==> config.mk <==
export PLATFORM = sky130hd
export DESIGN_NAME = svss_status
export DESIGN_NICKNAME = d
export VERILOG_FILES = /design/src/svss_pkg.sv /design/src/svss_status.sv
export SDC_FILE = /design/constraint.sdc
export NUM_CORES = 1
export LEC_CHECK = 0
export BUFFER_PORTS_ARGS = -buffer_cell sky130_fd_sc_hd__buf_4
export CAP_MARGIN = 20
export CORE_ASPECT_RATIO = 1.4
export CORE_MARGIN = 2
export CORE_UTILIZATION = 40
export CTS_CLUSTER_SIZE = 8
export DETAILED_ROUTE_END_ITERATION = 8
export GPL_TIMING_DRIVEN = 1
export PLACE_DENSITY = 0.55
export SETUP_SLACK_MARGIN = 0.05
export SLEW_MARGIN = 40
export SYNTH_ARGS = -nofsm -noshare
export SYNTH_HDL_FRONTEND = slang
export SYNTH_SLANG_ARGS = --single-unit
==> constraint.sdc <==
create_clock -name pclk -period 4.1 [get_ports pclk]
set_input_delay 0.615 -clock pclk [delete_from_list [all_inputs] [get_ports pclk]]
set_output_delay 0.615 -clock pclk [all_outputs]
set_load 0.05 [all_outputs]
==> src/svss_pkg.sv <==
package svss_pkg;
   // Register indices; the byte address is four times the index.
   localparam int unsigned IDX_OUT_TABLE   = 0;
   localparam int unsigned IDX_IN_TABLE    = 1;
   localparam int unsigned IDX_MON_TIME    = 2;
   localparam int unsigned IDX_RESERVED    = 3;
   localparam int unsigned IDX_STATUS      = 4;
   localparam int unsigned IDX_STOP_NODE   = 5;
   localparam int unsigned IDX_OUT_MISSING = 6;
   localparam int unsigned IDX_IN_MISSING  = 7;
   localparam int unsigned IDX_OUT_UNREG   = 8;
   localparam int unsigned IDX_IN_UNREG    = 9;
   localparam int unsigned IDX_CONTROL     = 10;
   localparam int unsigned ADDR_W          = 8;

   // Bit positions in the network status flags word.
   localparam int unsigned BIT_REG_DONE    = 0;
   localparam int unsigned BIT_MISSING     = 8;
   localparam int unsigned BIT_UNREG       = 9;
   localparam int unsigned BIT_STOPPED     = 10;
   localparam int unsigned BIT_ERROR       = 15;

   // Fields of the stopped node info word.
   localparam int unsigned NODE_LSB        = 0;
   localparam int unsigned NODE_W          = 8;
   localparam int unsigned BIT_STOP_TYPE   = 15;

   // Control word bits.
   localparam int unsigned BIT_STOP_MODE   = 0;
   localparam int unsigned BIT_RESTART     = 1;

   // Widths and reset values.
   localparam int unsigned SLAVES          = 16;
   localparam int unsigned WORD_W          = 16;
   localparam logic [15:0] TABLE_RST       = 16'h0000;
   localparam logic [15:0] MON_TIME_RST    = 16'h0000;
   localparam logic [31:0] RDATA_RST       = 32'h0000_0000;

   // One monitoring time unit, and its length in cycles of pclk.
   localparam int unsigned MON_UNIT_US     = 1000;
   localparam int unsigned CLK_MHZ         = 40;
   localparam int unsigned MON_UNIT_CYC    = MON_UNIT_US * CLK_MHZ;
endpackage

==> src/svss_status.sv <==
// Our own choice: the APB slave port.
`timescale 1ns/1ps
// Operation
// - Registration done sets once every registered slave has joined within the monitoring time, unregistered joiners notwithstanding.
// - Registration done never sets while the registration tables hold no slave.
// - Registration done stays set until power cycling or a unit restart.
// - The missing-slave flag sets when a registered slave has not joined by the end of the monitoring time.
// - The missing-slave flag clears by itself once the slaves that caused it have joined.
// - The unregistered-slave flag sets whenever a slave not in the tables joins.
// - The unregistered-slave flag stays set after that slave leaves, until power cycling or a unit restart.
// - In stop-on-error mode a halt on a communications error sets the communications-stopped flag.
// - The communications-stopped flag latches until power cycling or a unit restart.
// - The summary error flag is the OR of flag bits 08 to 10 and clears when all three are clear.
// - On a stop the offending node number is stored in the low byte of the second status word.
// - The stored node number is held until power cycling or a unit restart.
// - On a stop the offending slave's direction is stored in bit 15, zero for output and one for input.
// - The stored direction bit is held until power cycling or a unit restart.
// - Communications stop when any per-slave error flag sets in stop-on-error mode.
// - Each missing-slave bitmap bit maps to its node number and clears when that slave joins.
module svss_status
   import svss_pkg::*;
#(
   parameter int unsigned MON_UNIT_CYCLES = MON_UNIT_CYC
) (
   input  wire logic               pclk,
   input  wire logic               presetn,
   input  wire logic               psel,
   input  wire logic               penable,
   input  wire logic               pwrite,
   input  wire logic [ADDR_W-1:0]  paddr,
   input  wire logic [31:0]        pwdata,
   output logic      [31:0]        prdata,
   output logic                    pready,
   output logic                    pslverr,
   input  wire logic [SLAVES-1:0]  out_active,
   input  wire logic [SLAVES-1:0]  in_active,
   input  wire logic [SLAVES-1:0]  out_comm_err,
   input  wire logic [SLAVES-1:0]  in_comm_err,
   output logic                    comm_stop
);

   // Lowest set bit of a slave vector as a node number.
   function automatic logic [NODE_W-1:0] svss_first_node(input logic [SLAVES-1:0] v);
      logic [NODE_W-1:0] n;
      n = '0;
      for (int i = SLAVES - 1; i >= 0; i--) begin
         if (v[i]) begin
            n = NODE_W'(i);
         end
      end
      return n;
   endfunction

   // Two-stage synchronisers for the link-side flags.
   logic [SLAVES-1:0] oa_s1_q, oa_q, ia_s1_q, ia_q, oe_s1_q, oe_q, ie_s1_q, ie_q;

   always_ff @(posedge pclk or negedge presetn) begin
      if (!presetn) begin
         oa_s1_q <= '0;
         oa_q    <= '0;
         ia_s1_q <= '0;
         ia_q    <= '0;
         oe_s1_q <= '0;
         oe_q    <= '0;
         ie_s1_q <= '0;
         ie_q    <= '0;
      end else begin
         oa_s1_q <= out_active;
         oa_q    <= oa_s1_q;
         ia_s1_q <= in_active;
         ia_q    <= ia_s1_q;
         oe_s1_q <= out_comm_err;
         oe_q    <= oe_s1_q;
         ie_s1_q <= in_comm_err;
         ie_q    <= ie_s1_q;
      end
   end

   // Software-visible configuration and latched state.
   logic [WORD_W-1:0] out_table_q, in_table_q, mon_time_q;
   logic              stop_mode_q;
   logic [SLAVES-1:0] out_miss_q, in_miss_q, out_unreg_q, in_unreg_q, out_seen_q, in_seen_q;
   logic              reg_done_q, stopped_q, stop_type_q, window_done_q;
   logic [NODE_W-1:0] stop_node_q;
   logic [31:0]       prescale_q;
   logic [WORD_W-1:0] elapsed_q;
   logic [31:0]       prdata_q;
   logic              pready_q, pslverr_q;

   // APB decode: the transfer completes in the first access cycle.
   wire               setup_phase = psel && !penable && !pready_q;
   wire               wr_commit   = psel && penable && pready_q && pwrite;
   wire [ADDR_W-3:0]  reg_index   = paddr[ADDR_W-1:2];
   wire               idx_ok      = (reg_index <= (ADDR_W-2)'(IDX_CONTROL)) &&
                                    (reg_index != (ADDR_W-2)'(IDX_RESERVED));
   wire               wr_out_tbl  = wr_commit && (reg_index == (ADDR_W-2)'(IDX_OUT_TABLE));
   wire               wr_in_tbl   = wr_commit && (reg_index == (ADDR_W-2)'(IDX_IN_TABLE));
   wire               wr_mon      = wr_commit && (reg_index == (ADDR_W-2)'(IDX_MON_TIME));
   wire               wr_ctl      = wr_commit && (reg_index == (ADDR_W-2)'(IDX_CONTROL));
   wire               restart     = wr_ctl && pwdata[BIT_RESTART];

   // Monitoring window; a restart reopens it.
   wire               tick        = (prescale_q == MON_UNIT_CYCLES - 1);
   wire               window_end  = !window_done_q && (elapsed_q >= mon_time_q);

   // Slave classification against the registration tables.
   wire [SLAVES-1:0]  out_unreg_now = oa_q & ~out_table_q;
   wire [SLAVES-1:0]  in_unreg_now  = ia_q & ~in_table_q;
   wire               tables_empty  = (out_table_q == TABLE_RST) && (in_table_q == TABLE_RST);
   // A slave counts as joined once seen inside the window, even if it has left since.
   wire [SLAVES-1:0]  out_joined    = out_seen_q | oa_q;
   wire [SLAVES-1:0]  in_joined     = in_seen_q | ia_q;
   wire               all_joined    = ((out_table_q & ~out_joined) == '0) && ((in_table_q & ~in_joined) == '0);
   wire               any_err       = (oe_q != '0) || (ie_q != '0);
   wire               stop_event    = stop_mode_q && any_err && !stopped_q;

   // Assembled read words.
   wire               miss_flag  = (out_miss_q != '0) || (in_miss_q != '0);
   wire               unreg_flag = (out_unreg_q != '0) || (in_unreg_q != '0);
   logic [WORD_W-1:0] status_word, node_word;
   always_comb begin
      status_word                = '0;
      status_word[BIT_REG_DONE]  = reg_done_q;
      status_word[BIT_MISSING]   = miss_flag;
      status_word[BIT_UNREG]     = unreg_flag;
      status_word[BIT_STOPPED]   = stopped_q;
      status_word[BIT_ERROR]     = miss_flag || unreg_flag || stopped_q;
      node_word                  = '0;
      node_word[NODE_LSB +: NODE_W] = stop_node_q;
      node_word[BIT_STOP_TYPE]   = stop_type_q;
   end

   // Read multiplexer; reserved upper bits read as zero.
   logic [WORD_W-1:0] rd_word;
   always_comb begin
      unique case (reg_index)
         (ADDR_W-2)'(IDX_OUT_TABLE):   rd_word = out_table_q;
         (ADDR_W-2)'(IDX_IN_TABLE):    rd_word = in_table_q;
         (ADDR_W-2)'(IDX_MON_TIME):    rd_word = mon_time_q;
         (ADDR_W-2)'(IDX_STATUS):      rd_word = status_word;
         (ADDR_W-2)'(IDX_STOP_NODE):   rd_word = node_word;
         (ADDR_W-2)'(IDX_OUT_MISSING): rd_word = out_miss_q;
         (ADDR_W-2)'(IDX_IN_MISSING):  rd_word = in_miss_q;
         (ADDR_W-2)'(IDX_OUT_UNREG):   rd_word = out_unreg_q;
         (ADDR_W-2)'(IDX_IN_UNREG):    rd_word = in_unreg_q;
         (ADDR_W-2)'(IDX_CONTROL):     rd_word = {{(WORD_W-1){1'b0}}, stop_mode_q};
         default:                      rd_word = '0;
      endcase
   end

   // Bus answer: ready rises in the first access cycle; unmapped words answer with an error.
   always_ff @(posedge pclk or negedge presetn) begin
      if (!presetn) begin
         pready_q  <= 1'b0;
         pslverr_q <= 1'b0;
         prdata_q  <= RDATA_RST;
      end else begin
         pready_q  <= setup_phase;
         pslverr_q <= setup_phase && !idx_ok;
         prdata_q  <= (setup_phase && !pwrite && idx_ok) ? {{(32-WORD_W){1'b0}}, rd_word} : RDATA_RST;
      end
   end

   // Configuration words, held as loaded at start-up by the host.
   always_ff @(posedge pclk or negedge presetn) begin
      if (!presetn) begin
         out_table_q <= TABLE_RST;
         in_table_q  <= TABLE_RST;
         mon_time_q  <= MON_TIME_RST;
         stop_mode_q <= 1'b0;
      end else begin
         if (wr_out_tbl) out_table_q <= pwdata[WORD_W-1:0];
         if (wr_in_tbl)  in_table_q  <= pwdata[WORD_W-1:0];
         if (wr_mon)     mon_time_q  <= pwdata[WORD_W-1:0];
         if (wr_ctl)     stop_mode_q <= pwdata[BIT_STOP_MODE];
      end
   end

   // Monitoring timer: runs from reset or restart until the window closes.
   always_ff @(posedge pclk or negedge presetn) begin
      if (!presetn) begin
         prescale_q    <= '0;
         elapsed_q     <= '0;
         window_done_q <= 1'b0;
      end else if (restart) begin
         prescale_q    <= '0;
         elapsed_q     <= '0;
         window_done_q <= 1'b0;
      end else if (!window_done_q) begin
         prescale_q    <= tick ? '0 : prescale_q + 32'd1;
         elapsed_q     <= tick ? elapsed_q + 16'd1 : elapsed_q;
         window_done_q <= window_end;
      end
   end

   // Join history inside the window, so that a slave that joined and then left is not reported missing.
   always_ff @(posedge pclk or negedge presetn) begin
      if (!presetn) begin
         out_seen_q <= '0;
         in_seen_q  <= '0;
      end else if (restart) begin
         out_seen_q <= '0;
         in_seen_q  <= '0;
      end else if (!window_done_q) begin
         out_seen_q <= out_seen_q | oa_q;
         in_seen_q  <= in_seen_q | ia_q;
      end
   end

   // Registration done and the verification bitmaps; a restart stands for a unit restart.
   always_ff @(posedge pclk or negedge presetn) begin
      if (!presetn) begin
         reg_done_q  <= 1'b0;
         out_miss_q  <= '0;
         in_miss_q   <= '0;
         out_unreg_q <= '0;
         in_unreg_q  <= '0;
      end else if (restart) begin
         reg_done_q  <= 1'b0;
         out_miss_q  <= '0;
         in_miss_q   <= '0;
         out_unreg_q <= '0;
         in_unreg_q  <= '0;
      end else begin
         // Only inside the window, and never with empty tables.
         if (!window_done_q && !tables_empty && all_joined) reg_done_q <= 1'b1;
         // Missing bits load at window end from registered slaves not joined in the window, then fall as each joins.
         if (window_end) begin
            out_miss_q <= out_table_q & ~out_joined;
            in_miss_q  <= in_table_q & ~in_joined;
         end else begin
            out_miss_q <= out_miss_q & ~oa_q;
            in_miss_q  <= in_miss_q & ~ia_q;
         end
         out_unreg_q <= out_unreg_q | out_unreg_now;
         in_unreg_q  <= in_unreg_q | in_unreg_now;
      end
   end

   // Stop latch: the first error seen wins; output slaves take priority over input slaves.
   always_ff @(posedge pclk or negedge presetn) begin
      if (!presetn) begin
         stopped_q   <= 1'b0;
         stop_node_q <= '0;
         stop_type_q <= 1'b0;
      end else if (restart) begin
         stopped_q   <= 1'b0;
         stop_node_q <= '0;
         stop_type_q <= 1'b0;
      end else if (stop_event) begin
         stopped_q   <= 1'b1;
         stop_node_q <= (oe_q != '0) ? svss_first_node(oe_q) : svss_first_node(ie_q);
         stop_type_q <= (oe_q == '0);
      end
   end

   assign prdata    = prdata_q;
   assign pready    = pready_q;
   assign pslverr   = pslverr_q;
   assign comm_stop = stopped_q;

   a_done_needs_slaves: assert property (@(posedge pclk) disable iff (!presetn)
      $rose(reg_done_q) |-> $past(!tables_empty && all_joined))
      else $error("Registration done set without all registered slaves.");

   a_done_holds: assert property (@(posedge pclk) disable iff (!presetn)
      reg_done_q && !restart |=> reg_done_q)
      else $error("Registration done dropped without restart.");

   a_miss_sets: assert property (@(posedge pclk) disable iff (!presetn)
      window_end && !restart && ((out_table_q & ~out_joined) != '0) |=> status_word[BIT_MISSING])
      else $error("Missing slave flag not set at window end.");

   a_miss_only_absent: assert property (@(posedge pclk) disable iff (!presetn)
      window_end && ((out_table_q & ~out_joined) == '0) && ((in_table_q & ~in_joined) == '0) |=> !miss_flag)
      else $error("Missing slave flag set although every registered slave joined.");

   a_miss_clears: assert property (@(posedge pclk) disable iff (!presetn)
      !window_end && ((out_miss_q & ~oa_q) == '0) && ((in_miss_q & ~ia_q) == '0) |=> !miss_flag)
      else $error("Missing slave flag kept after slaves joined.");

   a_unreg_sticky: assert property (@(posedge pclk) disable iff (!presetn)
      unreg_flag && !restart |=> unreg_flag)
      else $error("Unregistered slave flag cleared without restart.");

   a_unreg_sets: assert property (@(posedge pclk) disable iff (!presetn)
      (out_unreg_now != '0) && !restart |=> out_unreg_q != '0)
      else $error("Unregistered slave not recorded.");

   a_stop_sets: assert property (@(posedge pclk) disable iff (!presetn)
      stop_event && !restart |=> stopped_q && comm_stop)
      else $error("Stop event did not set the stopped flag.");

   a_stop_info_held: assert property (@(posedge pclk) disable iff (!presetn)
      stopped_q && !restart |=> $stable(stop_node_q) && $stable(stop_type_q) && stopped_q)
      else $error("Stopped node information changed.");

   a_error_summary: assert property (@(posedge pclk) disable iff (!presetn)
      pready_q && !pwrite && (reg_index == (ADDR_W-2)'(IDX_STATUS)) |->
         prdata_q[BIT_ERROR] == (prdata_q[BIT_MISSING] || prdata_q[BIT_UNREG] || prdata_q[BIT_STOPPED]))
      else $error("Summary error flag mismatch.");

   a_no_stop_off: assert property (@(posedge pclk) disable iff (!presetn)
      !stop_mode_q && !stopped_q |=> !stopped_q)
      else $error("Stop without stop mode.");

endmodule // svss_status

# Yosys cells after proc, flatten, opt, wreduce, memory -nomap -nowiden

Cells that the tools add are included.

Bits in registers: 351
Input port bits: 109
Output and inout bits: 35
Word-level logic and storage cells: 170

$add $sub $neg: 2
Magnitude comparators: 2
Equality and inequality tests: 12
Multiplexer cells: 61
Bitwise operators: 16
Reduce and logical (&&, ||, !) cells: 49

Operator list:

| cell                  | count |
|---|---|
| $mux 8                | 33 |
| $mux 16               | 14 |
| $pmux 16 s10          | 1 |
| $and 16x16->16        | 6 |
| $mux 32               | 3 |
| $not 16->16           | 6 |
| $reduce_bool 16->1    | 6 |
| $logic_not 16->1      | 5 |
| $or 16x16->16         | 4 |
| $add 32x1->32 const B | 1 |
| $eq 32x16->1 const B  | 1 |
| $eq 6x3->1 const B    | 4 |
| $logic_and 1x1->1     | 21 |
| $eq 6x4->1 const B    | 3 |
| $add 16x1->16 const B | 1 |
| $ge 16x16->1          | 1 |
| $mux 1                | 8 |
| $mux 4                | 2 |
| $logic_not 1->1       | 7 |
| $eq 6x1->1 const B    | 1 |
| $eq 6x2->1 const B    | 1 |
| $le 6x4->1 const B    | 1 |
| $logic_not 6->1       | 1 |
| $ne 6x2->1 const B    | 1 |
| other kinds (4)       | 10 |

# Longest topological paths before layout

Depth after elaboration: 19
Mapped depth: 10
Mapped depth without buffers: 8

# Least setup slack after synthesis

Ideal clock, no wire load.

Path kind: input to register
Start: input paddr[4]
End: register in_miss_q[10]
Setup time: 0.126 ns
Arrival time: 2.381 ns
Required time: 3.974 ns
Setup slack: 1.593 ns
Cell stages on the path: 7
Path buffers: 1
Cell sequence: or4b_2 -> nor4_2 -> buf_2 -> nor2_1 -> nor4b_1 -> a31oi_1 -> nand3_1

Cells in the longest elaborated chain, start to end: 4

Ends and longest elaborated chain:

| what                   | RTL line           | source |
|---|---|---|
| start: declaration     | svss_status.sv:30  | `input wire logic [ADDR_W-1:0] paddr,` |
| $eq 6x4->1             | svss_status.sv:99  | `wire wr_ctl = wr_commit && (reg_index == (ADDR_W-2)'(IDX_CONTROL));` |
| $logic_and 1x1->1      | svss_status.sv:99  |  |
| $logic_and 1x1->1      | svss_status.sv:100 | `wire restart = wr_ctl && pwdata[BIT_RESTART];` |
| $mux 16                | svss_status.sv:218 | `end else if (restart) begin` |
| end signal: assignment | svss_status.sv:230 | `in_miss_q <= in_table_q & ~in_joined;` |
| end signal: assignment | svss_status.sv:233 | `in_miss_q <= in_miss_q & ~ia_q;` |
| end: declaration       | svss_status.sv:82  | `logic [SLAVES-1:0] out_miss_q, in_miss_q, out_unreg_q, in_unreg_q, out_seen_q, in_seen_q;` |

No other way between the ends.
A chain may end at the register's enable or synchronous reset.

# Worst setup path in the final report

Start: input paddr[4]
End: register out_table_q[2]

Cells in the longest elaborated chain, start to end: 2

Ends and longest elaborated chain:

| what                   | RTL line           | source |
|---|---|---|
| $logic_not 6->1        | svss_status.sv:96  | `wire wr_out_tbl = wr_commit && (reg_index == (ADDR_W-2)'(IDX_OUT_TABLE));` |
| $logic_and 1x1->1      | svss_status.sv:96  |  |
| end signal: assignment | svss_status.sv:172 | `if (wr_out_tbl) out_table_q <= pwdata[WORD_W-1:0];` |
| end: declaration       | svss_status.sv:80  | `logic [WORD_W-1:0] out_table_q, in_table_q, mon_time_q;` |

No other way between the ends.

==> results by group <==
Outcome
  • Status: finished clean

Setup path
  • Crit path cell chain: buf_4 -> nor4_1 -> buf_4 -> and2_0 -> nand2_1 -> mux2_2
  • Crit Path Max Fanout: 17
  • Crit-path slowest cell: nand2_1
  • Worst path most repeated cell: buf_4
  • CP startpoint kind: input pin
  • CP peak stage delay: 750 ps
  • Critical Path End Type: flip-flop
  • Required time of the critical path: around 4500 ps
  • CP Class: input pin to flip-flop
  • Critical Path AT: 3180 ps

Power
  • Flop pwr share: 46.9%
  • Cell Int Power: 5.82 mW
  • Net load switching power: between 1.5 and 2 mW
  • Net Sw Frac: 24.0%
  • Worst vdd ir: 0.000322 V
  • Leakage: 7.51 nW
  • Pwr/cell area: 430 nW/um2
  • Clock network power share: 46.5%
  • Logic pwr share: 6.6%

Clock tree
  • Post-CTS Resized: 0
  • CTS tree: done
  • Reg clk slew, reported paths: 50 ps
  • Worst-skew pair later-pin latency: 570 ps
  • CTS buffer count: 49
  • H-tree levels: 2
  • Clock buffer depth: 3
  • CTS Root Cell: clkbuf_16
  • Clk sinks: 347

Cells and area
  • Max reg flops: 32
  • Filler cells: ~3500
  • Most frequent cells in the layout: dfrtp_1, nor2_1, buf_4, a21oi_1, nand2_1
  • Final Net Count: between 1500 and 2000
  • Top reg by flops: prescale_q
  • Commonest non-fill, non-tap cell in the layout: dfrtp_1
  • Fin cells: 2047
  • Reg area: 8680 um2
  • Area of the multi-input gates: 5880 um2
  • Share of layout cells above drive strength 1: 14.6%
  • Area Growth Syn to Fin: 18.1%

Placed design
  • GP Congestion: 0.929
  • Post-DP HPWL: around 33000 um
  • Dpl cells: 1988
  • Buffers on Ports: 109

GRT
  • Total GRT Usage: a little under a quarter
  • First-pass GRT wire length: 70900 um
  • Number of global-route vias before repair: 11800
  • Initial antenna violation count: 0
  • Largest net degree at the start of global routing: slightly below 70
  • GR Overflow Total: 0

Logic synthesis
  • Cell count after synthesis: 1456
  • Synthesis-stage register bit count: 347
  • Seq/Total Area, Yosys: a little under three fifths
  • Syn Area/Cell: 10.4 um2
  • EDFF count, synth: 0
  • Synth Flop Type: dfrtp_1
  • Ys async rst share: 100%
  • Synth Cell Area: around 15000 um2
  • Synth unique cells: 64
  • Yosys warnings: 0

Floorplanning
  • Die area: 39300 um2
  • Top-level port count: roughly 140
  • Die Ht: 234 um
  • Die width: 168 um
  • Row count: 84
  • Core area: 37400 um2
  • Initial Util: about two fifths

Worst hold path
  • Hold Crit Class: input pin to flip-flop

Timing
  • Max Slew Vio Count: 0
  • Layout Skew: 21.6 ps
  • Max Freq: 0.364 GHz
  • Max-slew headroom: 42.1%
  • Fin Setup TNS: 0 ps
  • Final setup fails: 0
  • Final Hold Viols: 0
  • RSZ-0062 raised after global routing: false
  • Least-Margin Pin Slew: approximately 870 ps
  • Period utilization: 67.0%
  • Crit path time final: 2750 ps

Route
  • Residual DRC: 0
  • Iter 0 DRT Violations: approximately 900
  • Routed Antenna Nets: 0
  • Drt pass-1 iters: 6
  • Drt wl/cell: 22.6 um
  • DR vias: 11900
  • DRT Wirelength: between 40000 and 50000 um
  • Vias per std cell: 5.80

Flow run
  • Maxcap violations: 0
## through the flow
step / utilization [%] / instance area, um2 / setup WS, ps / hold WS (ps) / total power, mW
final: 47.7 / 17800 / 1350 / 147 / 7.66
after detailed placement: 44.1 / 16500 / 903 / 335 / 4.14
after CTS: 47.6 / 17800 / 1230 / 125 / 7.75
after floorplan: - / 15200 / 1590 / 319 / 3.87
after global placement: 44.0 / 16500 / 920 / 333 / 4.13
after global routing: 47.6 / 17800 / 1270 / 128 / 7.95
## metal layers
layer | vias to the layer above | share of wire, % | wire length [um] | track usage (%)
li1 | 5431 | - | - | -
met1 | 5876 | 39 | 18100 | 28.8
met2 | 452 | 50 | 23000 | 41.3
met3 | 106 | 6.7 | 3080 | 4.56
met4 | 0 | 4.3 | 2000 | 10.7
met5 | - | 0 | 0 | 0
## cells by family after synthesis
logic type | share of synthesized area, %
fa+ha+maj | 1.49
flops | 57.5
xor+xnor | 2.03
compound gates | 11.6
mux | 2.20
other cells | 0.0248
simple gates | 20.9
buf+inv | 4.23
## cells in the mapped netlist, drive strengths merged (4+ instances only)
master    n  area, um2
xnor2     5       43.8
nand2    68        255
nor4     43        275
a22oi    20        150
a21oi    91        455
o211ai    5       37.5
a21o      4       30.0
dfrtp   347       8680
nand3    57        285
xor2     30        263
mux2i     8       80.1
mux2     22        251
nor4b    35        307
and3     15       95.1
nand3b   32        240
o21ai    52        260
nand4    59        369
a221oi    5       43.8
nor2    195        734
inv      59        221
a31oi    50        313
a22o      6       52.6
nand2b   37        231
nor3     17       90.1
clkbuf   60        225
or4       7       56.3
ha       18        225
and2     10       62.6
o22ai    16        100
or3       6       38.8
buf      29        191
nor2b     5       31.3
a222oi   15        150
## final cells by class
type	count	area share (%)
Multi-Input combinational cell	976	33.0
Tap cell	473	3.32
Clock buffer	52	6.94
Sequential cell	347	48.7
Clock inverter	4	0.400
Timing Repair Buffer	135	6.39
Antenna cell	1	0.0140
Inverter	59	1.24
## timing repair
action / CTS / global route
hold endpoints to repair: 41 / 0
hold buffers: 1 / 0
buffers inserted: 0 / 0
setup endpoints to repair: 0 / 0
## worst max-delay path: cells and delay by family
| kind | cells | cell delay, ps |
|---|---|---|
| and+or+nand+nor | 3 | 1720 |
| muxes | 1 | 490 |
| buffers and inverters | 2 | 350 |
## worst paths after layout
path	from	endpoint	slack, ps	cells after the start
setup / recovery	paddr[4]	out_table_q[2]	1350	6
hold / removal	in_active[7]	ia_s1_q[7]	150	1
setup reg to reg	oe_q[0]	stop_type_q	1540	5
min in group asynchronous	presetn	oa_s1_q[0]	540	2
hold reg to reg	oe_s1_q[7]	oe_q[7]	340	0
max in group asynchronous	presetn	oa_s1_q[13]	2560	4
## power groups by stage
stage / combinational, mW / clock [mW] / sequential (mW)
2_1_floorplan: 0.249 / 0 / 3.62
3_5_place_dp: 0.497 / 0 / 3.65
5_1_grt: 0.549 / 3.80 / 3.60
6_report: 0.506 / 3.56 / 3.59
3_3_place_gp: 0.482 / 0 / 3.65
4_1_cts: 0.499 / 3.66 / 3.59
No activity file was read; power rests on OpenSTA's default activity.
